**src/shared/rgc_consts.vh**
```
// constants for the remote gauge control input block
`ifndef RGC_CONSTS_VH
`define RGC_CONSTS_VH

// debounce time in microseconds and clock rate in kHz
`define RGC_DEBOUNCE_US  50000
`define RGC_CLK_KHZ      100000
// cycles of debounce: 50 ms at 100 MHz
`define RGC_DEBOUNCE_CYC ((`RGC_DEBOUNCE_US * `RGC_CLK_KHZ) / 1000)
// reset level of every debounced line: open inputs read high
`define RGC_IDLE_LEVEL   1'b1
// default outgas duration in cycles (one second)
`define RGC_DEGAS_CYC    100000000
// input line indices
`define RGC_L_ION1       0
`define RGC_L_ION2       1
`define RGC_L_DEGAS      2
`define RGC_L_INTLK      3
`define RGC_L_KEYLK      4
`define RGC_L_PIR1       5
`define RGC_L_PIR2       6
`define RGC_L_LOGW       7
`define RGC_L_GATE       8
`define RGC_L_FIL1       9
`define RGC_L_FIL2       10
`define RGC_L_PANEL      11
`define RGC_NLINES       12

`endif

```
**src/rtl/rgc_debounce.v**
```verilog
// one input line debouncer with qualified edge pulses
`timescale 1ns/100ps
`default_nettype none
`include "rgc_consts.vh"

module rgc_debounce
#(
  parameter CNT_W = 23,
  parameter [CNT_W-1:0] TERM = 23'd5000000
)
(
  // clock and reset
  input  wire i_ref_clk,
  input  wire i_rst,
  // raw line
  input  wire i_line,
  // debounced level and validated edges
  output reg  o_level,
  output reg  o_fall,
  output reg  o_rise
);

  reg             samp_r;
  reg [CNT_W-1:0] cnt_r;

  // ----------------------------------------------------------------
  // debounce counter
  // ----------------------------------------------------------------
  // the level before any accepted change, except the reset level, is itself a stable level held
  // for the full time, so an accepted edge other than the first after reset had the old level
  // stable for the debounce time as well
  always @(posedge i_ref_clk)
  begin
    o_fall <= 1'b0;
    o_rise <= 1'b0;
    if (i_rst)
    begin
      samp_r  <= `RGC_IDLE_LEVEL;
      o_level <= `RGC_IDLE_LEVEL;
      cnt_r   <= {CNT_W{1'b0}};
    end
    else
    begin
      samp_r <= i_line;
      if (samp_r != i_line)
        cnt_r <= {CNT_W{1'b0}};
      else if (samp_r != o_level)
      begin
        if (cnt_r == TERM - 1'b1)
        begin
          o_level <= samp_r;
          o_fall  <= ~samp_r;
          o_rise  <= samp_r;
          cnt_r   <= {CNT_W{1'b0}};
        end
        else
          cnt_r <= cnt_r + 1'b1;
      end
      else
        cnt_r <= {CNT_W{1'b0}};
    end
  end

endmodule
`default_nettype wire

```
**src/rtl/rgc_remote_inputs.v**
```verilog
// remote gauge control inputs: debounce and command decode
`timescale 1ns/100ps
`default_nettype none
`include "rgc_consts.vh"


module rgc_remote_inputs
#(
  parameter DEB_CYC   = `RGC_DEBOUNCE_CYC,
  parameter DEGAS_CYC = `RGC_DEGAS_CYC,
  parameter CNT_W     = 23,
  parameter DG_W      = 27
)
(
  // clock and reset
  input  wire i_ref_clk,
  input  wire i_rst,
  // remote lines, raw, high when open
  input  wire i_ion_gauge_request_one,
  input  wire i_ion_gauge_request_two,
  input  wire i_outgas_request,
  input  wire i_emission_interlock,
  input  wire i_gauge_keypad_lock,
  input  wire i_pirani_power_down_one,
  input  wire i_pirani_power_down_two,
  input  wire i_log_wipe,
  input  wire i_remote_gate,
  input  wire i_filament_select_one,
  input  wire i_filament_select_two,
  input  wire i_panel_lock,
  // gauge conditions from the measurement side
  input  wire i_ion_one_pressure_ok,
  input  wire i_ion_two_pressure_ok,
  input  wire i_ion_one_degas_ok,
  input  wire i_ion_two_degas_ok,
  // local front panel and computer requests, one-cycle pulses
  input  wire i_key_ion_one,
  input  wire i_key_ion_two,
  input  wire i_key_degas,
  input  wire i_key_auto,
  input  wire i_host_ion_one_on,
  input  wire i_host_ion_two_on,
  input  wire i_touch,
  // gauge state
  output reg  o_ion_gauge_one_on,
  output reg  o_ion_gauge_two_on,
  output reg  o_degas_active,
  output reg  o_filament_one_sel,
  output reg  o_filament_two_sel,
  output reg  o_pirani_one_on,
  output reg  o_pirani_two_on,
  // commands and gated front panel events
  output reg  o_log_clear,
  output reg  o_key_auto,
  output reg  o_touch,
  // debounced lock levels
  output reg  o_keypad_enabled,
  output reg  o_panel_enabled,
  output reg  o_remote_enabled
);

  wire [`RGC_NLINES-1:0] raw;
  wire [`RGC_NLINES-1:0] lvl;
  wire [`RGC_NLINES-1:0] fall;
  wire [`RGC_NLINES-1:0] rise;

  assign raw = {i_panel_lock, i_filament_select_two,
                i_filament_select_one, i_remote_gate, i_log_wipe,
                i_pirani_power_down_two, i_pirani_power_down_one,
                i_gauge_keypad_lock, i_emission_interlock,
                i_outgas_request, i_ion_gauge_request_two,
                i_ion_gauge_request_one};

  // ----------------------------------------------------------------
  // debouncers, one per line
  // ----------------------------------------------------------------
  genvar g;
  generate
    for (g = 0; g < `RGC_NLINES; g = g + 1)
    begin : deb
      rgc_debounce
      #(
        .CNT_W (CNT_W),
        .TERM  (DEB_CYC[CNT_W-1:0])
      )
      u_deb
      (
        .i_ref_clk (i_ref_clk),
        .i_rst     (i_rst),
        .i_line    (raw[g]),
        .o_level   (lvl[g]),
        .o_fall    (fall[g]),
        .o_rise    (rise[g])
      );
    end
  endgenerate

  // ----------------------------------------------------------------
  // qualifying terms
  // ----------------------------------------------------------------
  // edges are used only in their validation cycle, never stored
  wire gate_ok  = ~lvl[`RGC_L_GATE];
  wire intlk_ok = lvl[`RGC_L_INTLK];
  wire keys_ok  = lvl[`RGC_L_KEYLK];

  wire rem_on1  = gate_ok & fall[`RGC_L_ION1];
  wire rem_on2  = gate_ok & fall[`RGC_L_ION2];
  wire rem_off1 = gate_ok & rise[`RGC_L_ION1];
  wire rem_off2 = gate_ok & rise[`RGC_L_ION2];

  wire key_on1  = keys_ok & i_key_ion_one;
  wire key_on2  = keys_ok & i_key_ion_two;

  // remote requests need pressure and interlock, local ones interlock
  wire req1 = intlk_ok & ((rem_on1 & i_ion_one_pressure_ok) |
              key_on1 | i_host_ion_one_on);
  wire req2 = intlk_ok & ((rem_on2 & i_ion_two_pressure_ok) |
              key_on2 | i_host_ion_two_on);

  wire fil1_nxt = (o_filament_one_sel | (gate_ok &
                  fall[`RGC_L_FIL1])) &
                  ~(gate_ok & rise[`RGC_L_FIL1]);
  wire fil2_nxt = (o_filament_two_sel | (gate_ok &
                  fall[`RGC_L_FIL2])) &
                  ~(gate_ok & rise[`RGC_L_FIL2]);
  wire no_fil   = ~fil1_nxt & ~fil2_nxt;

  reg ion1_nxt;
  reg ion2_nxt;

  // ----------------------------------------------------------------
  // gauge on/off decisions
  // ----------------------------------------------------------------
  // a simultaneous request for both gauges favours gauge one
  always @*
  begin
    ion1_nxt = o_ion_gauge_one_on;
    ion2_nxt = o_ion_gauge_two_on;
    if (rem_off1)
      ion1_nxt = 1'b0;
    if (rem_off2)
      ion2_nxt = 1'b0;
    if (req2)
    begin
      ion2_nxt = 1'b1;
      ion1_nxt = 1'b0;
    end
    if (req1)
    begin
      ion1_nxt = 1'b1;
      ion2_nxt = 1'b0;
    end
    if (no_fil)
    begin
      ion1_nxt = 1'b0;
      ion2_nxt = 1'b0;
    end
    if (~intlk_ok)
    begin
      ion1_nxt = 1'b0;
      ion2_nxt = 1'b0;
    end
  end

  // ----------------------------------------------------------------
  // degas control
  // ----------------------------------------------------------------
  reg [DG_W-1:0] dg_cnt_r;

  wire active_ok = (o_ion_gauge_one_on & i_ion_one_degas_ok) |
                   (o_ion_gauge_two_on & i_ion_two_degas_ok);
  wire dg_start  = (gate_ok & fall[`RGC_L_DEGAS]) |
                   (keys_ok & i_key_degas);
  wire dg_abort  = (gate_ok & rise[`RGC_L_DEGAS]) |
                   ~(ion1_nxt | ion2_nxt) |
                   ~intlk_ok;
  wire dg_done   = (dg_cnt_r == DEGAS_CYC[DG_W-1:0] - 1'b1);

  // ----------------------------------------------------------------
  // state registers
  // ----------------------------------------------------------------
  always @(posedge i_ref_clk)
  begin
    if (i_rst)
    begin
      o_ion_gauge_one_on <= 1'b0;
      o_ion_gauge_two_on <= 1'b0;
      o_degas_active     <= 1'b0;
      dg_cnt_r           <= {DG_W{1'b0}};
      o_filament_one_sel <= 1'b1;
      o_filament_two_sel <= 1'b0;
      o_pirani_one_on    <= 1'b1;
      o_pirani_two_on    <= 1'b1;
      o_log_clear        <= 1'b0;
      o_key_auto         <= 1'b0;
      o_touch            <= 1'b0;
      o_keypad_enabled   <= `RGC_IDLE_LEVEL;
      o_panel_enabled    <= `RGC_IDLE_LEVEL;
      o_remote_enabled   <= 1'b0;
    end
    else
    begin
      o_ion_gauge_one_on <= ion1_nxt;
      o_ion_gauge_two_on <= ion2_nxt;
      o_filament_one_sel <= fil1_nxt;
      o_filament_two_sel <= fil2_nxt;
      if (o_degas_active)
      begin
        if (dg_abort | dg_done)
        begin
          o_degas_active <= 1'b0;
          dg_cnt_r       <= {DG_W{1'b0}};
        end
        else
          dg_cnt_r <= dg_cnt_r + 1'b1;
      end
      else if (dg_start & active_ok & intlk_ok & ~dg_abort)
      begin
        o_degas_active <= 1'b1;
        dg_cnt_r       <= {DG_W{1'b0}};
      end
      if (fall[`RGC_L_PIR1])
        o_pirani_one_on <= 1'b0;
      else if (rise[`RGC_L_PIR1])
        o_pirani_one_on <= 1'b1;
      if (fall[`RGC_L_PIR2])
        o_pirani_two_on <= 1'b0;
      else if (rise[`RGC_L_PIR2])
        o_pirani_two_on <= 1'b1;
      o_log_clear      <= fall[`RGC_L_LOGW];
      o_key_auto       <= keys_ok & i_key_auto;
      o_touch          <= lvl[`RGC_L_PANEL] & i_touch;
      o_keypad_enabled <= keys_ok;
      o_panel_enabled  <= lvl[`RGC_L_PANEL];
      o_remote_enabled <= gate_ok;
    end
  end

endmodule
`default_nettype wire

```
**config.mk**
```make
export PLATFORM = sky130hd
export DESIGN_NAME = rgc_remote_inputs
export DESIGN_NICKNAME = d
export VERILOG_FILES = /design/src/rtl/rgc_debounce.v /design/src/rtl/rgc_remote_inputs.v
export VERILOG_INCLUDE_DIRS = /design/src /design/src/shared
export SDC_FILE = /design/constraint.sdc
export NUM_CORES = 1
export LEC_CHECK = 0
export ABC_AREA = 1
export BUFFER_PORTS_ARGS = -buffer_cell sky130_fd_sc_hd__buf_2
export CORE_MARGIN = 4
export CORE_UTILIZATION = 40
export CTS_BUF_LIST = sky130_fd_sc_hd__clkbuf_8
export CTS_CLUSTER_DIAMETER = 100
export DETAILED_ROUTE_END_ITERATION = 10
export PLACE_DENSITY_LB_ADDON = 0.05
export SYNTH_ARGS = -nofsm -noshare
export SYNTH_HDL_FRONTEND = slang
export SYNTH_HIERARCHICAL = 1
export SYNTH_SLANG_ARGS = --single-unit
```
**constraint.sdc**
```tcl
create_clock -name i_ref_clk -period 4.2 [get_ports i_ref_clk]
set_clock_uncertainty 0.15 [all_clocks]
set_input_delay 0.84 -clock i_ref_clk [delete_from_list [all_inputs] [get_ports i_ref_clk]]
set_output_delay 0.84 -clock i_ref_clk [all_outputs]
set_load 0.02 [all_outputs]
```
After elaboration in Yosys (flattened, before gate mapping)
Cells that the tools add are included.
{"block": "word_totals", "ff_bits": 355, "out_inout_bits": 13, "in_bits": 25, "wordCells": 257}
{"block": "op_classes", "eq_ne": 37, "addsub": 13, "muxes": 20, "n_reduce_logical": 35, "bitwise": 87}
{"operator": "$add 23x1->23 const B", "count": 12}
{"operator": "$eq 23x20->1 const B", "count": 12}
{"operator": "$mux 27", "count": 3}
{"operator": "$reduce_or 4->1", "count": 20}
{"operator": "$not 1->1", "count": 48}
{"operator": "$reduce_and 3->1", "count": 12}
{"operator": "$add 27x1->27 const B", "count": 1}
{"operator": "$and 1x1->1", "count": 27}
{"operator": "$eq 27x27->1 const B", "count": 1}
{"operator": "$ne 1x1->1", "count": 24}
{"operator": "$mux 1", "count": 17}
{"operator": "$or 1x1->1", "count": 12}
{"operator": "$reduce_bool 2->1", "count": 3}

Depth between registers and ports, before layout
{"block": "depth", "word_depth": 18, "ltp_mapped": 13, "depth_no_buf": 13}

By module
Netlist, hierarchy kept.
{"module": "rgc_debounce (deb[0].u_deb ...)", "seq_area_each_um2": 540.5, "instances": 11, "cells_each": 213, "area_each_um2": 1526.5}
{"module": "rgc_remote_inputs", "seq_area_each_um2": 800.8, "instances": 1, "cells_each": 354, "area_each_um2": 2317.2}
{"module": "rgc_debounce (deb[5].u_deb)", "seq_area_each_um2": 540.5, "instances": 1, "cells_each": 215, "area_each_um2": 1456.4}

Worst setup path after synthesis
Ideal clock, no wire load.
{"block": "synth_path", "path_type": "input-to-reg", "start": "input port i_ion_one_pressure_ok", "end": "register dg_cnt_r[3]", "arrival_ns": 1.838, "setup_ns": 0.071, "path_buffers": 1, "setup_slack_ns": 2.142, "path_stages": 10, "required_ns": 3.979, "path_cell_list": "nand3_1 > nand2_1 > nor2_1 > nand2_1 > nand2_2 > nand2_2 > nand3_2 > buf_2 > nand3_1 > a21oi_1"}
{"block": "synth_via", "elab_chain_cells": 14, "word_cells_on_any_way": 20, "cone_classes": "mux (8); bitwise (11); reduce/logical (1)"}
{"element": "start: declaration", "line": "rgc_remote_inputs.v:32", "text": "input wire i_ion_one_pressure_ok,"}
{"element": "$and 1x1->1 *", "line": "rgc_remote_inputs.v:115", "text": "wire req1 = intlk_ok & ((rem_on1 & i_ion_one_pressure_ok) |"}
{"element": "$or 1x1->1 *", "line": "rgc_remote_inputs.v:115"}
{"element": "$or 1x1->1 *", "line": "rgc_remote_inputs.v:116", "text": "key_on1 | i_host_ion_one_on);"}
{"element": "$and 1x1->1 *", "line": "rgc_remote_inputs.v:115"}
{"element": "$mux 1", "line": "rgc_remote_inputs.v:148", "text": "if (req1)"}
{"element": "$mux 1", "line": "rgc_remote_inputs.v:153", "text": "if (no_fil)"}
{"element": "$mux 1", "line": "rgc_remote_inputs.v:158", "text": "if (~intlk_ok)"}
{"element": "$or 1x1->1 *", "line": "rgc_remote_inputs.v:175", "text": "~(ion1_nxt | ion2_nxt) |"}
{"element": "$not 1->1 *", "line": "rgc_remote_inputs.v:175"}
{"element": "$or 1x1->1 * (2 in a row)", "line": "rgc_remote_inputs.v:174", "text": "wire dg_abort = (gate_ok & rise[`RGC_L_DEGAS]) |"}
{"element": "$or 1x1->1 or $not 1->1 (tied branches)", "line": "rgc_remote_inputs.v:209, rgc_remote_inputs.v:217"}
{"element": "$mux 27 or $and 1x1->1 (tied branches)", "line": "rgc_remote_inputs.v:209, rgc_remote_inputs.v:217"}
{"element": "$mux 27 or $reduce_bool 2->1 (tied branches)"}
{"element": "end signal: assignment", "line": "rgc_remote_inputs.v:212", "text": "dg_cnt_r <= {DG_W{1'b0}};"}
{"element": "end signal: assignment", "line": "rgc_remote_inputs.v:215", "text": "dg_cnt_r <= dg_cnt_r + 1'b1;"}
{"element": "end signal: assignment", "line": "rgc_remote_inputs.v:220", "text": "dg_cnt_r <= {DG_W{1'b0}};"}
{"element": "end: declaration", "line": "rgc_remote_inputs.v:168", "text": "reg [DG_W-1:0] dg_cnt_r;"}
Every way passes the cells marked *; elsewhere a longest branch is shown, timed or not.
A chain may end at the register's enable or synchronous reset.

Worst setup path in the final report
{"block": "layout_path", "start": "register dg_cnt_r[0]", "end": "register dg_cnt_r[12]"}
{"block": "layout_via", "elab_chain_cells": 4, "word_cells_on_any_way": 5, "cone_classes": "add/sub (1); eq/ne (1); mux (2); bitwise (1)"}
{"element": "start signal: assignment", "line": "rgc_remote_inputs.v:189", "text": "dg_cnt_r <= {DG_W{1'b0}};"}
{"element": "start signal: assignment", "line": "rgc_remote_inputs.v:212"}
{"element": "start signal: assignment", "line": "rgc_remote_inputs.v:215"}
{"element": "branches (longest 2 deep; another with $add 27x1->27)"}
{"element": "$mux 27 *", "line": "rgc_remote_inputs.v:209", "text": "if (dg_abort | dg_done)"}
{"element": "$mux 27 *", "line": "rgc_remote_inputs.v:207", "text": "if (o_degas_active)"}
Mark *: on every way between the ends.

==> results.toml <==
[sta]
finalCritPeriodShare_pct = 64.8
hold_viol = 0
worstMarginPinSlew_ns = 0.838
slew_headroom_pct = 43.8
finalCriticalPeriod_ns = 2.72
clock.fmax_ghz = 0.368
slew_viol_final = 0
finalSetupTns_ns = 0
hold_ws_ns = 0.277
rsz0062_at_grt = "no"
setup_violations = 0

[detailed_routing]
ant_nets = 0
drt_iter0_drc = 884
routed-via-count = 17300
viasPerCell = 4.73
routed_wl_um = 45700
wl_per_cell_um = 12.5
drc = 0
drtPass1Iterations = 5

[floorplan]
core-area_um2 = 50200
initial_core_util_pct = 40.5
io_pins = 38
die_x_um = 233
dieArea_um2 = 54500
rows = 82
chipHeight_um = 233

[setup_path]
cp_cell_sequence = "ha_1 -> nand2_1 -> nor2_2 -> nand2_1 -> nor2_1 -> nand3_1 -> nand2_1 -> inv_1 -> nand3_2 -> or2_0 -> a21oi_1"
setup.worst_path.end_class = "flip-flop"
slowest_stage = "inv_1"
required_ns = 4.59
cp-start-kind = "flip-flop"
crit_fanout = 21
crit_type = "reg2reg"
cp_common_cell = "nand2_1"
cp_data_arrival_time_ns = 3.11
critPathMaxStageDelay_ns = 0.58

[place]
dpl_cell_area_um2 = 21000
numPortBuffers = 37
routabilityCongestion = 0.833
dpl.hpwl_um = 32800

[logic_synthesis]
synth_warnings = 6
syn_area_um2 = 20300
synth_nets = 2927
syn_avg_cell_area_um2 = 7.04
syn_inst = 2889

[clock_tree]
h-tree-depth = 3
post_cts_buffers = 0
cts_tree = "built"
clk_pin_slew_ns = 0.06
cts_buffer_depth = 3
cts-root-buf = "clkbuf_8"
ctsResizeCount = 0
cts_buffers = 70
clk-insertion-delay-late_ns = 0.63
clock_sinks = 355
hold_buffers = 0

[layout]
drive_above_1_share_pct = 13.9
syn_to_final_growth_pct = 10.3
multi_input_area_um2 = 11800
regArea_um2 = 7110
final_area_um2 = 22400
nNetsFinal = 2979
fillerInstances = 5291

[pwr]
vdd_drop_max_mv = 0.220
powerDensity_nw_per_um2 = 314
power.leakage_uw = 0.00815

[run]
cap_viol_max_count = 0

[global_routing]
grt_max_degree = 54
grt_pass1_wl_um = 78500
grt.overflow.total = 0
grt_pass1_vias = 16700
grt_antenna_before_repair = 1
track_usage_pct = 17.0

[worst_hold_path]
min_path_type = "reg2reg"

[status]
status = "completed"
## final timing paths
check,startpoint,endpoint,slack [ns],cells past startpoint
worst max-delay path,dg_cnt_r[0],dg_cnt_r[12],1.48,11
worst min register to register,deb[5].u_deb/o_fall,o_pirani_one_on,0.28,1
worst max register to register,dg_cnt_r[0],dg_cnt_r[12],1.48,11
worst min-delay path,deb[5].u_deb/o_fall,o_pirani_one_on,0.28,1
## where the power goes
group          internal, uW  switching (uW)
sequential             3390            15.6
combinational          43.2             119
clock                  1970            1500
total                  5400            1640
## metal layers
metal	part of all wire, %	GRT usage (%)
met1	49	22.6
met5	0	0
met2	45	28.0
met3	3.2	3.56
met4	2.3	4.83
## final cells by class
class	count	share of cell area [%]
Multi-Input combinational cell	2202	52.8
Sequential cell	355	31.7
Timing Repair Buffer	38	0.915
Antenna cell	2	0.0223
Inverter	274	4.60
Tap cell	672	3.75
Clock inverter	30	0.569
Clock buffer	93	5.71
## through the flow
| stage | power [uW] | cells | utilization (%) | setup WS [ns] |
|---|---|---|---|---|
| 6_report | 7030 | 3666 | 44.7 | 1.48 |
| 5_1_grt | 7370 | 3664 | 44.7 | 1.28 |
| 4_1_cts | 7220 | 3664 | 44.7 | 1.50 |
| 3_5_place_dp | 3640 | 3541 | 41.9 | 1.33 |
| 3_3_place_gp | 3630 | 3541 | 41.9 | 1.35 |
| 2_1_floorplan | 3590 | 2889 | - | 2.14 |
## cell usage in the layout (no fill, tap or decap), drive strengths merged, types with 5 or more instances in the layout
cell,instances
nor3,34
nand3,274
a21oi,90
or2,33
o21bai,15
o21ai,72
inv,299
nor2,717
xnor2,37
ha,13
buf,38
clkinv,5
nand2,700
dfxtp,355
nand3b,44
nand4,45
clkbuf,93
xor2,122
## critical path: cells and delay by family, from the launching register on
family | cells | cell delay (ns)
buffers and inverters | 1 | 0.58
AOI/OAI and AO/OA | 1 | 0.12
and+or+nand+nor | 8 | 1.21
adders and majority gates | 1 | 0.24
DFF | 1 | 0.35
## sequential cells by signal (all words and copies together) (netlist names), 7 cells and up
signal	cells
deb.u_deb/o_level	12
deb.u_deb/cnt_r	276
deb.u_deb/samp_r	12
deb.u_deb/o_rise	7
deb.u_deb/o_fall	8
dg_cnt_r	27
(Power assumes the default switching activity.)
